$ cat src/verilog/tcr_pkg.sv
// Shared constants and types for the temperature readout link
package tcr_pkg;

  // ---------------------------------------------------------------
  // Link command codes
  // ---------------------------------------------------------------
  localparam logic [7:0] CMD_CONVERT   = 8'h44;
  localparam logic [7:0] CMD_WRITE_SP  = 8'h4e;
  localparam logic [7:0] CMD_READ_SP   = 8'hbe;
  localparam logic [7:0] CMD_READ_SLOT = 8'h00; // One read slot, bit 0 answers

  // ---------------------------------------------------------------
  // Scratchpad layout and reset values
  // ---------------------------------------------------------------
  localparam logic [2:0]  SP_TEMP_LSB    = 3'h0;
  localparam logic [2:0]  SP_TEMP_MSB    = 3'h1;
  localparam logic [2:0]  SP_HIGH_TRIG   = 3'h2;
  localparam logic [2:0]  SP_LOW_TRIG    = 3'h3;
  localparam logic [2:0]  SP_CONFIG      = 3'h4;
  localparam logic [15:0] TEMP_POR       = 16'h0550;
  localparam logic [15:0] TEMP_FULL_MASK = 16'hffff;
  localparam logic [7:0]  HIGH_TRIG_INIT = 8'h7f;
  localparam logic [7:0]  LOW_TRIG_INIT  = 8'h80;
  localparam int          SAMPLE_W       = 12;
  localparam int          SIGN_EXT_W     = 4;
  localparam int          ALARM_MSB      = 11;
  localparam int          ALARM_LSB      = 4;
  localparam int          CFG_RES_LSB    = 5;
  localparam int          CFG_RES_MSB    = 6;
  localparam logic [1:0]  RES_9          = 2'h0;
  localparam logic [1:0]  RES_12         = 2'h3;

  // ---------------------------------------------------------------
  // Timing
  // ---------------------------------------------------------------
  localparam int         CLK_FREQ_KHZ    = 20000;
  localparam int         CONV_TIME_12_MS = 750;
  localparam int         CONV_CYCLES_12  = CONV_TIME_12_MS * CLK_FREQ_KHZ;
  localparam int         CONV_CNT_W      = 24;
  localparam logic [7:0] RSP_TIMEOUT     = 8'h08;

  // ---------------------------------------------------------------
  // Controller registers on AXI4-Lite
  // ---------------------------------------------------------------
  localparam int          AXI_ADDR_W   = 12;
  localparam logic [11:0] REG_CMD      = 12'h000;
  localparam logic [11:0] REG_ROM_LO   = 12'h004;
  localparam logic [11:0] REG_ROM_HI   = 12'h008;
  localparam logic [11:0] REG_STATUS   = 12'h00c;
  localparam logic [11:0] REG_MODE     = 12'h010;
  localparam logic [1:0]  RESP_OKAY    = 2'h0;
  localparam logic [1:0]  RESP_SLVERR  = 2'h2;
  localparam int          CMD_ADDR_LSB = 8;
  localparam int          CMD_DATA_LSB = 16;
  localparam int          ST_BUSY      = 0;
  localparam int          ST_DONE      = 1;
  localparam int          ST_NOANS     = 2;
  localparam int          ST_PULLUP    = 3;
  localparam int          ST_DATA_LSB  = 8;

  typedef enum logic [0:0] {DEV_IDLE, DEV_CONVERT} tcr_dev_state_t;
  typedef enum logic [1:0] {H_IDLE, H_WAIT, H_PULLUP} tcr_host_state_t;

endpackage

$ cat src/verilog/tcr_link_if.sv
// Link between the bus master and the temperature sensor
`timescale 1ns/1ps

interface tcr_link_if;
  logic        reqValid;
  logic [7:0]  reqCmd;
  logic [63:0] reqRom;
  logic [2:0]  reqAddr;
  logic [7:0]  reqData;
  logic        strongPullup;
  logic        rspValid;
  logic [7:0]  rspData;

  modport master (
    output reqValid, reqCmd, reqRom, reqAddr, reqData, strongPullup,
    input  rspValid, rspData
  );

  modport sensor (
    input  reqValid, reqCmd, reqRom, reqAddr, reqData, strongPullup,
    output rspValid, rspData
  );
endinterface

$ cat src/verilog/tcr_bus_master.sv
// Master end: AXI4-Lite command registers driving the sensor link
`timescale 1ns/1ps

module tcr_bus_master
  import tcr_pkg::*;
#(
  parameter int PULLUP_CYCLES = CONV_CYCLES_12
) (
  input  wire logic                  core_clk,
  input  wire logic                  srst,
  input  wire logic                  awvalid,
  output logic                       awready,
  input  wire logic [AXI_ADDR_W-1:0] awaddr,
  input  wire logic                  wvalid,
  output logic                       wready,
  input  wire logic [31:0]           wdata,
  input  wire logic [3:0]            wstrb,
  output logic                       bvalid,
  input  wire logic                  bready,
  output logic      [1:0]            bresp,
  input  wire logic                  arvalid,
  output logic                       arready,
  input  wire logic [AXI_ADDR_W-1:0] araddr,
  output logic                       rvalid,
  input  wire logic                  rready,
  output logic      [31:0]           rdata,
  output logic      [1:0]            rresp,
  tcr_link_if.master                 link
);

  tcr_host_state_t       state_r,   state_nxt;
  logic [CONV_CNT_W-1:0] cnt_r,     cnt_nxt;
  logic                  awHave_r,  awHave_nxt;
  logic [AXI_ADDR_W-1:0] awAddr_r,  awAddr_nxt;
  logic                  wHave_r,   wHave_nxt;
  logic [31:0]           wData_r,   wData_nxt;
  logic [3:0]            wStrb_r,   wStrb_nxt;
  logic                  bvalid_r,  bvalid_nxt;
  logic [1:0]            bresp_r,   bresp_nxt;
  logic                  rvalid_r,  rvalid_nxt;
  logic [31:0]           rdata_r,   rdata_nxt;
  logic [1:0]            rresp_r,   rresp_nxt;
  logic [31:0]           romLo_r,   romLo_nxt;
  logic [31:0]           romHi_r,   romHi_nxt;
  logic                  mode_r,    mode_nxt;
  logic                  done_r,    done_nxt;
  logic                  noAns_r,   noAns_nxt;
  logic [7:0]            rspByte_r, rspByte_nxt;
  logic                  req_r,     req_nxt;
  logic [7:0]            cmd_r,     cmd_nxt;
  logic [2:0]            addr_r,    addr_nxt;
  logic [7:0]            data_r,    data_nxt;
  logic                  pullup_r,  pullup_nxt;
  logic                  awReady_r, awReady_nxt;
  logic                  wReady_r,  wReady_nxt;
  logic                  arReady_r, arReady_nxt;

  logic [31:0] wMask;
  logic [31:0] status;

  // ---------------------------------------------------------------
  // Port drive, all from registers
  // ---------------------------------------------------------------
  assign awready           = awReady_r;
  assign wready            = wReady_r;
  assign arready           = arReady_r;
  assign bvalid            = bvalid_r;
  assign bresp             = bresp_r;
  assign rvalid            = rvalid_r;
  assign rdata             = rdata_r;
  assign rresp             = rresp_r;
  assign link.reqValid     = req_r;
  assign link.reqCmd       = cmd_r;
  assign link.reqRom       = {romHi_r, romLo_r};
  assign link.reqAddr      = addr_r;
  assign link.reqData      = data_r;
  assign link.strongPullup = pullup_r;

  // Byte-lane mask and status word
  assign wMask  = {{8{wStrb_r[3]}}, {8{wStrb_r[2]}}, {8{wStrb_r[1]}}, {8{wStrb_r[0]}}};
  assign status = {16'h0000, rspByte_r, 4'h0, pullup_r, noAns_r, done_r,
                   (state_r != H_IDLE)};

  // ---------------------------------------------------------------
  // Next-state logic
  // ---------------------------------------------------------------
  always_comb begin
    state_nxt = state_r;
    cnt_nxt = cnt_r;
    awHave_nxt = awHave_r;
    awAddr_nxt = awAddr_r;
    wHave_nxt = wHave_r;
    wData_nxt = wData_r;
    wStrb_nxt = wStrb_r;
    bvalid_nxt = bvalid_r;
    bresp_nxt = bresp_r;
    rvalid_nxt = rvalid_r;
    rdata_nxt = rdata_r;
    rresp_nxt = rresp_r;
    romLo_nxt = romLo_r;
    romHi_nxt = romHi_r;
    mode_nxt = mode_r;
    done_nxt = done_r;
    noAns_nxt = noAns_r;
    rspByte_nxt = rspByte_r;
    cmd_nxt = cmd_r;
    addr_nxt = addr_r;
    data_nxt = data_r;
    pullup_nxt = pullup_r;
    req_nxt = 1'b0;

    // Address and data are taken independently, in either order
    if (awvalid && !awHave_r) begin
      awHave_nxt = 1'b1;
      awAddr_nxt = awaddr;
    end
    if (wvalid && !wHave_r) begin
      wHave_nxt = 1'b1;
      wData_nxt = wdata;
      wStrb_nxt = wstrb;
    end
    if (bvalid_r && bready) begin
      bvalid_nxt = 1'b0;
    end

    // Perform the write once both halves are held
    if (awHave_r && wHave_r && !bvalid_r) begin
      awHave_nxt = 1'b0;
      wHave_nxt  = 1'b0;
      bvalid_nxt = 1'b1;
      bresp_nxt  = RESP_OKAY;
      if (awAddr_r == REG_CMD) begin
        // Launch refused while busy, or a poll when bus powered
        if ((state_r != H_IDLE) || (mode_r && (wData_r[7:0] == CMD_READ_SLOT))) begin
          bresp_nxt = RESP_SLVERR;
        end else begin
          req_nxt   = 1'b1;
          cmd_nxt   = wData_r[7:0];
          addr_nxt  = wData_r[CMD_ADDR_LSB+2:CMD_ADDR_LSB];
          data_nxt  = wData_r[CMD_DATA_LSB+7:CMD_DATA_LSB];
          done_nxt  = 1'b0;
          noAns_nxt = 1'b0;
          cnt_nxt   = '0;
          state_nxt = H_WAIT;
        end
      end else if (awAddr_r == REG_ROM_LO) begin
        romLo_nxt = (romLo_r & ~wMask) | (wData_r & wMask);
      end else if (awAddr_r == REG_ROM_HI) begin
        romHi_nxt = (romHi_r & ~wMask) | (wData_r & wMask);
      end else if (awAddr_r == REG_MODE) begin
        if (wStrb_r[0]) begin
          mode_nxt = wData_r[0];
        end
      end else if (awAddr_r != REG_STATUS) begin
        bresp_nxt = RESP_SLVERR;
      end
    end

    // Read channel: data one cycle after the address is taken
    if (rvalid_r && rready) begin
      rvalid_nxt = 1'b0;
    end else if (arvalid && !rvalid_r) begin
      rvalid_nxt = 1'b1;
      rresp_nxt  = RESP_OKAY;
      if (araddr == REG_CMD) begin
        rdata_nxt = {8'h00, data_r, 5'h00, addr_r, cmd_r};
      end else if (araddr == REG_ROM_LO) begin
        rdata_nxt = romLo_r;
      end else if (araddr == REG_ROM_HI) begin
        rdata_nxt = romHi_r;
      end else if (araddr == REG_STATUS) begin
        rdata_nxt = status;
      end else if (araddr == REG_MODE) begin
        rdata_nxt = {31'h0, mode_r};
      end else begin
        rdata_nxt = 32'h0;
        rresp_nxt = RESP_SLVERR;
      end
    end

    // Link sequencer
    case (state_r)
      H_IDLE: begin
      end
      H_WAIT: begin
        cnt_nxt = cnt_r + CONV_CNT_W'(1);
        if (link.rspValid) begin
          rspByte_nxt = link.rspData;
          cnt_nxt     = '0;
          if (mode_r && (cmd_r == CMD_CONVERT)) begin
            pullup_nxt = 1'b1;
            state_nxt  = H_PULLUP;
          end else begin
            done_nxt  = 1'b1;
            state_nxt = H_IDLE;
          end
        end else if (cnt_r == CONV_CNT_W'(RSP_TIMEOUT)) begin
          // No device with this code answered
          noAns_nxt = 1'b1;
          state_nxt = H_IDLE;
        end
      end
      H_PULLUP: begin
        // Full twelve-bit time: the master cannot see the resolution
        cnt_nxt = cnt_r + CONV_CNT_W'(1);
        if (cnt_r >= CONV_CNT_W'(PULLUP_CYCLES) - CONV_CNT_W'(1)) begin
          pullup_nxt = 1'b0;
          done_nxt   = 1'b1;
          state_nxt  = H_IDLE;
        end
      end
      default: begin
        state_nxt = H_IDLE;
      end
    endcase

    // Ready flags kept in flops so no port is driven through a gate
    awReady_nxt = !awHave_nxt;
    wReady_nxt  = !wHave_nxt;
    arReady_nxt = !rvalid_nxt;
  end

  // ---------------------------------------------------------------
  // Registers
  // ---------------------------------------------------------------
  always_ff @(posedge core_clk) begin
    if (srst) begin
      state_r <= H_IDLE;
      cnt_r <= '0;
      awHave_r <= 1'b0;
      awAddr_r <= '0;
      wHave_r <= 1'b0;
      wData_r <= 32'h0;
      wStrb_r <= 4'h0;
      bvalid_r <= 1'b0;
      bresp_r <= RESP_OKAY;
      rvalid_r <= 1'b0;
      rdata_r <= 32'h0;
      rresp_r <= RESP_OKAY;
      romLo_r <= 32'h0;
      romHi_r <= 32'h0;
      mode_r <= 1'b0;
      done_r <= 1'b0;
      noAns_r <= 1'b0;
      rspByte_r <= 8'h00;
      req_r <= 1'b0;
      cmd_r <= 8'h00;
      addr_r <= 3'h0;
      data_r <= 8'h00;
      pullup_r <= 1'b0;
      awReady_r <= 1'b1;
      wReady_r <= 1'b1;
      arReady_r <= 1'b1;
    end else begin
      state_r <= state_nxt;
      cnt_r <= cnt_nxt;
      awHave_r <= awHave_nxt;
      awAddr_r <= awAddr_nxt;
      wHave_r <= wHave_nxt;
      wData_r <= wData_nxt;
      wStrb_r <= wStrb_nxt;
      bvalid_r <= bvalid_nxt;
      bresp_r <= bresp_nxt;
      rvalid_r <= rvalid_nxt;
      rdata_r <= rdata_nxt;
      rresp_r <= rresp_nxt;
      romLo_r <= romLo_nxt;
      romHi_r <= romHi_nxt;
      mode_r <= mode_nxt;
      done_r <= done_nxt;
      noAns_r <= noAns_nxt;
      rspByte_r <= rspByte_nxt;
      req_r <= req_nxt;
      cmd_r <= cmd_nxt;
      addr_r <= addr_nxt;
      data_r <= data_nxt;
      pullup_r <= pullup_nxt;
      awReady_r <= awReady_nxt;
      wReady_r <= wReady_nxt;
      arReady_r <= arReady_nxt;
    end
  end

endmodule

$ cat src/flat_wrapper.sv
// flat-port wrapper written by rule: the top's interface ports become plain ports
module tcr_bus_master_flat import tcr_pkg::*;
#(
  parameter int PULLUP_CYCLES = CONV_CYCLES_12
)
  (core_clk, srst, awvalid, awready, awaddr, wvalid, wready, wdata, wstrb, bvalid, bready, bresp, arvalid, arready, araddr, rvalid, rready, rdata, rresp, link_reqValid, link_reqCmd, link_reqRom, link_reqAddr, link_reqData, link_strongPullup, link_rspValid, link_rspData);
  tcr_link_if link_i ();
  input  wire logic core_clk;
  input  wire logic srst;
  input  wire logic awvalid;
  output logic awready;
  input  wire logic [AXI_ADDR_W-1:0] awaddr;
  input  wire logic wvalid;
  output logic wready;
  input  wire logic [31:0] wdata;
  input  wire logic [3:0] wstrb;
  output logic bvalid;
  input  wire logic bready;
  output logic      [1:0] bresp;
  input  wire logic arvalid;
  output logic arready;
  input  wire logic [AXI_ADDR_W-1:0] araddr;
  output logic rvalid;
  input  wire logic rready;
  output logic      [31:0] rdata;
  output logic      [1:0] rresp;
  output wire logic [$bits(link_i.reqValid)-1:0] link_reqValid;
  output wire logic [$bits(link_i.reqCmd)-1:0] link_reqCmd;
  output wire logic [$bits(link_i.reqRom)-1:0] link_reqRom;
  output wire logic [$bits(link_i.reqAddr)-1:0] link_reqAddr;
  output wire logic [$bits(link_i.reqData)-1:0] link_reqData;
  output wire logic [$bits(link_i.strongPullup)-1:0] link_strongPullup;
  input wire logic [$bits(link_i.rspValid)-1:0] link_rspValid;
  input wire logic [$bits(link_i.rspData)-1:0] link_rspData;
  assign link_reqValid = link_i.reqValid;
  assign link_reqCmd = link_i.reqCmd;
  assign link_reqRom = link_i.reqRom;
  assign link_reqAddr = link_i.reqAddr;
  assign link_reqData = link_i.reqData;
  assign link_strongPullup = link_i.strongPullup;
  assign link_i.rspValid = link_rspValid;
  assign link_i.rspData = link_rspData;
  tcr_bus_master #(.PULLUP_CYCLES(PULLUP_CYCLES)) u_core (.core_clk(core_clk), .srst(srst), .awvalid(awvalid), .awready(awready), .awaddr(awaddr), .wvalid(wvalid), .wready(wready), .wdata(wdata), .wstrb(wstrb), .bvalid(bvalid), .bready(bready), .bresp(bresp), .arvalid(arvalid), .arready(arready), .araddr(araddr), .rvalid(rvalid), .rready(rready), .rdata(rdata), .rresp(rresp), .link(link_i));
endmodule
$ cat config.mk
export PLATFORM = sky130hd
export DESIGN_NAME = tcr_bus_master_flat
export DESIGN_NICKNAME = d
export VERILOG_FILES = /design/src/verilog/tcr_pkg.sv /design/src/verilog/tcr_link_if.sv /design/src/verilog/tcr_bus_master.sv /design/src/flat_wrapper.sv
export SDC_FILE = /design/constraint.sdc
export NUM_CORES = 1
export LEC_CHECK = 0
export BUFFER_PORTS_ARGS = -buffer_cell sky130_fd_sc_hd__clkbuf_2
export CAP_MARGIN = 20
export CORE_UTILIZATION = 40
export CTS_CLUSTER_SIZE = 20
export DETAILED_ROUTE_END_ITERATION = 7
export HOLD_SLACK_MARGIN = 0.15
export MAX_ROUTING_LAYER = met4
export PLACE_DENSITY_LB_ADDON = 0.08
export SKIP_CTS_REPAIR_TIMING = 1
export SLEW_MARGIN = 20
export SYNTH_ARGS = -nofsm -noshare
export SYNTH_HDL_FRONTEND = slang
export SYNTH_SLANG_ARGS = --single-unit
$ cat constraint.sdc
create_clock -name core_clk -period 3.1 [get_ports core_clk]
set_input_delay 0.155 -clock core_clk [delete_from_list [all_inputs] [get_ports core_clk]]
set_output_delay 0.155 -clock core_clk [all_outputs]
set_load 0.005 [all_outputs]
==> impl_metrics.ini <==
[final_layout]
drive_gt1_share_pct = 22.5
fillers = 1988
antennaDiodeCount = 0
syn_to_final_growth_pct = 29.7
final_cell_area_sq_mm = 0.0114
nets = 1320

[clock_tree]
cts_max_level = 1
cts_tree = done
clkLatencyLatePin_ns = 0.52
cts_buffer_depth = 3
cts_sinks = 211
path_clk_slew_ns = 0.06
cts_root_buffer = clkbuf_16
numCtsBuffers = 24

[floorplan]
initial_core_util_pct = 41.2
die_area_sq_mm = 0.0225
die_x_um = 150
rows = 53
die_h_um = 150
pin_count = 202
core_sq_mm = 0.0213

[timing]
period_minus_slack_ns = 2.38
rsz0062_at_grt = no
clock_skew_ns = 0.0138
fmax_ghz = 0.419
final_max_slew_viol_count = 0
slew_headroom_pct = 34.7
fin_crit_sh_pct = 76.9
hold_viol = 0
fin_hold_ws_ns = 0.124
worst_pin_slew_ns = 0.980
fin_tns_setup_ns = 0
setup_slack_ns = 0.716
setup_viol = 0

[yosys]
synth_cells = 1005
async_flop_share_pct = 0
yosys_register_bits = 211
syn_area_per_cell_sq_um = 8.74
muxShareOfSynthArea_pct = 7.41
synthAdderAreaFrac_pct = 0.855
ys_top_cells_by_area = dfxtp_1 (48%), nand2_1 (7.9%), mux2i_1 (7.4%)
synth-seq-area-share_pct = 48.1
syn_area_sq_mm = 0.00878
synth_edf_count = 0
synth-xor-area-share_pct = 0.0998
yosys.area.top_type = dfxtp_1
synth_top_cell_area_share_pct = 48.1
synthSimpleGateAreaFrac_pct = 21.8
yosys_warnings = 0
synth_cell_types = 63
synth_top_family_by_area = simple AND/OR/NAND/NOR gates
synth_compound_area_share_pct = 17.5
synth_ff_type = dfxtp_1

[critical_path]
crit_slowest_cell = and4_1
start_kind = flip-flop
worstPathArrival_ns = 2.76
max_stage_delay_ns = 0.59
critPathCaptureType = flip-flop
path_class = flip-flop to flip-flop
cp_max_fo = 8
cp.required_ns = 3.47
crit_family = simple AND/OR/NAND/NOR gates
crit_chain = nor4_2 > and4_1 > nand3_1 > mux2i_1 > nor2_1
path_buf_inv = 0

[place]
io_buffer_count = 199
dp_slack_ns = 0.634
gp_congestion = 0.840
post_dp_cell_area_sq_mm = 0.00994
place_hpwl_um = 18800

[route]
ant_nets = 0
drc_errors = 0
firstDrtPassIters = 7
drtIter0Drc = 600
routedWlPerCell_um = 17.8
drt-vias-per-instance = 5.38
vias = 8237
wirelength_um = 27300

[worst_hold_path]
hp-class = input port to flip-flop

[power_and_ir_drop]
ir_drop_v = 0.000409
power_density_mw_per_mm2 = 545
total_power_mw = 6.21
leakagePower_nw = 4.97

[global_route]
grt_start_max_net_pins = 88
grt_first_pass_wirelength_um = 41400
first_global_vias = 7339
grt_overflow_total = 0
grt_usage_pct = 24.2
antenna_found_initial = 0

[job]
drv_cap = 0

[run_status]
status = completed
-- final timing paths --
kind / start / cells past startpoint / slack (ns) / endpoint
worst max-delay path: u_core.awAddr_r[7] / 5 / 0.72 / flip-flop
worst min-delay path: srst / 2 / 0.12 / u_core.bvalid
worst max register to register: u_core.awAddr_r[7] / 5 / 0.72 / flip-flop
worst min register to register: u_core.awAddr_r[5] / 2 / 0.45 / u_core.awAddr_r[5]
-- through the flow --
step,utilization [%],instances
CTS,50.6,1469
global placement,46.7,1425
detailed placement,46.7,1425
finish,53.5,1531
global route,53.5,1531
floorplan,-,1006
-- worst reg2reg max path: stages (launching register included) --
cell	delay, ns
dfxtp_1	0.32
nor4_2	0.42
and4_1	0.59
nand3_1	0.55
mux2i_1	0.31
nor2_1	0.05
-- placed cells by master (no fill, tap or decap), types with 11 or more instances in the layout --
master,instances
clkbuf_16,24
a22oi_1,11
o21ai_0,30
buf_4,15
dfxtp_1,211
inv_1,12
nand3_1,15
dlygate4sd3_1,62
clkbuf_2,198
nor3_1,12
nand2_1,185
a211oi_1,16
nor2_1,111
mux2i_1,65
a222oi_1,14
nand4_1,13
a21oi_1,97
-- cells by family (layout without fill, tap and decap cells) --
logic type	after synthesis	after routing
fa+ha+maj	6	6
mux	65	65
compound gates	228	228
xor+xnor	1	1
other cells	1	2
simple gates	411	411
buf+inv	82	332
flops	211	211
-- cells in the mapped netlist (all sizes together) (12+ instances only) --
master,number
dfxtp,211
nand2,185
nor2,112
a21oi,102
mux2i,65
clkbuf,42
o21ai,32
buf,28
a211oi,21
nand3,20
a222oi,14
nand4,13
inv,12
nor3,12
-- report_power, final --
part           switching (mW)  leakage (nW)  internal [mW]
sequential             0.0602          1.71           2.78
clock                    1.13         0.405           1.80
combinational           0.252          2.86          0.188
-- metal layers --
layer	GRT usage [%]	wire (um)	part of all wire, %	vias up
met3	2.85	1470	5.4	37
met1	34.2	13100	48	3896
met5	-	0	0	-
met2	36.8	12200	45	272
met4	5.91	491	1.8	0
li1	-	-	-	4032
-- layout make-up --
| type | count | area [sq um] | share of cell area (%) |
|---|---|---|---|
| sequential | 211 | 4220 | 37.1 |
| multi-input combinational | 713 | 4220 | 37.0 |
| timing repair buffer | 276 | 1740 | 15.2 |
| clock buffer | 36 | 696 | 6.11 |
| tap | 275 | 344 | 3.02 |
| clock inverter | 8 | 126 | 1.11 |
| inverter | 12 | 45.0 | 0.396 |
Note: power is estimated with default switching activity, not from simulation.
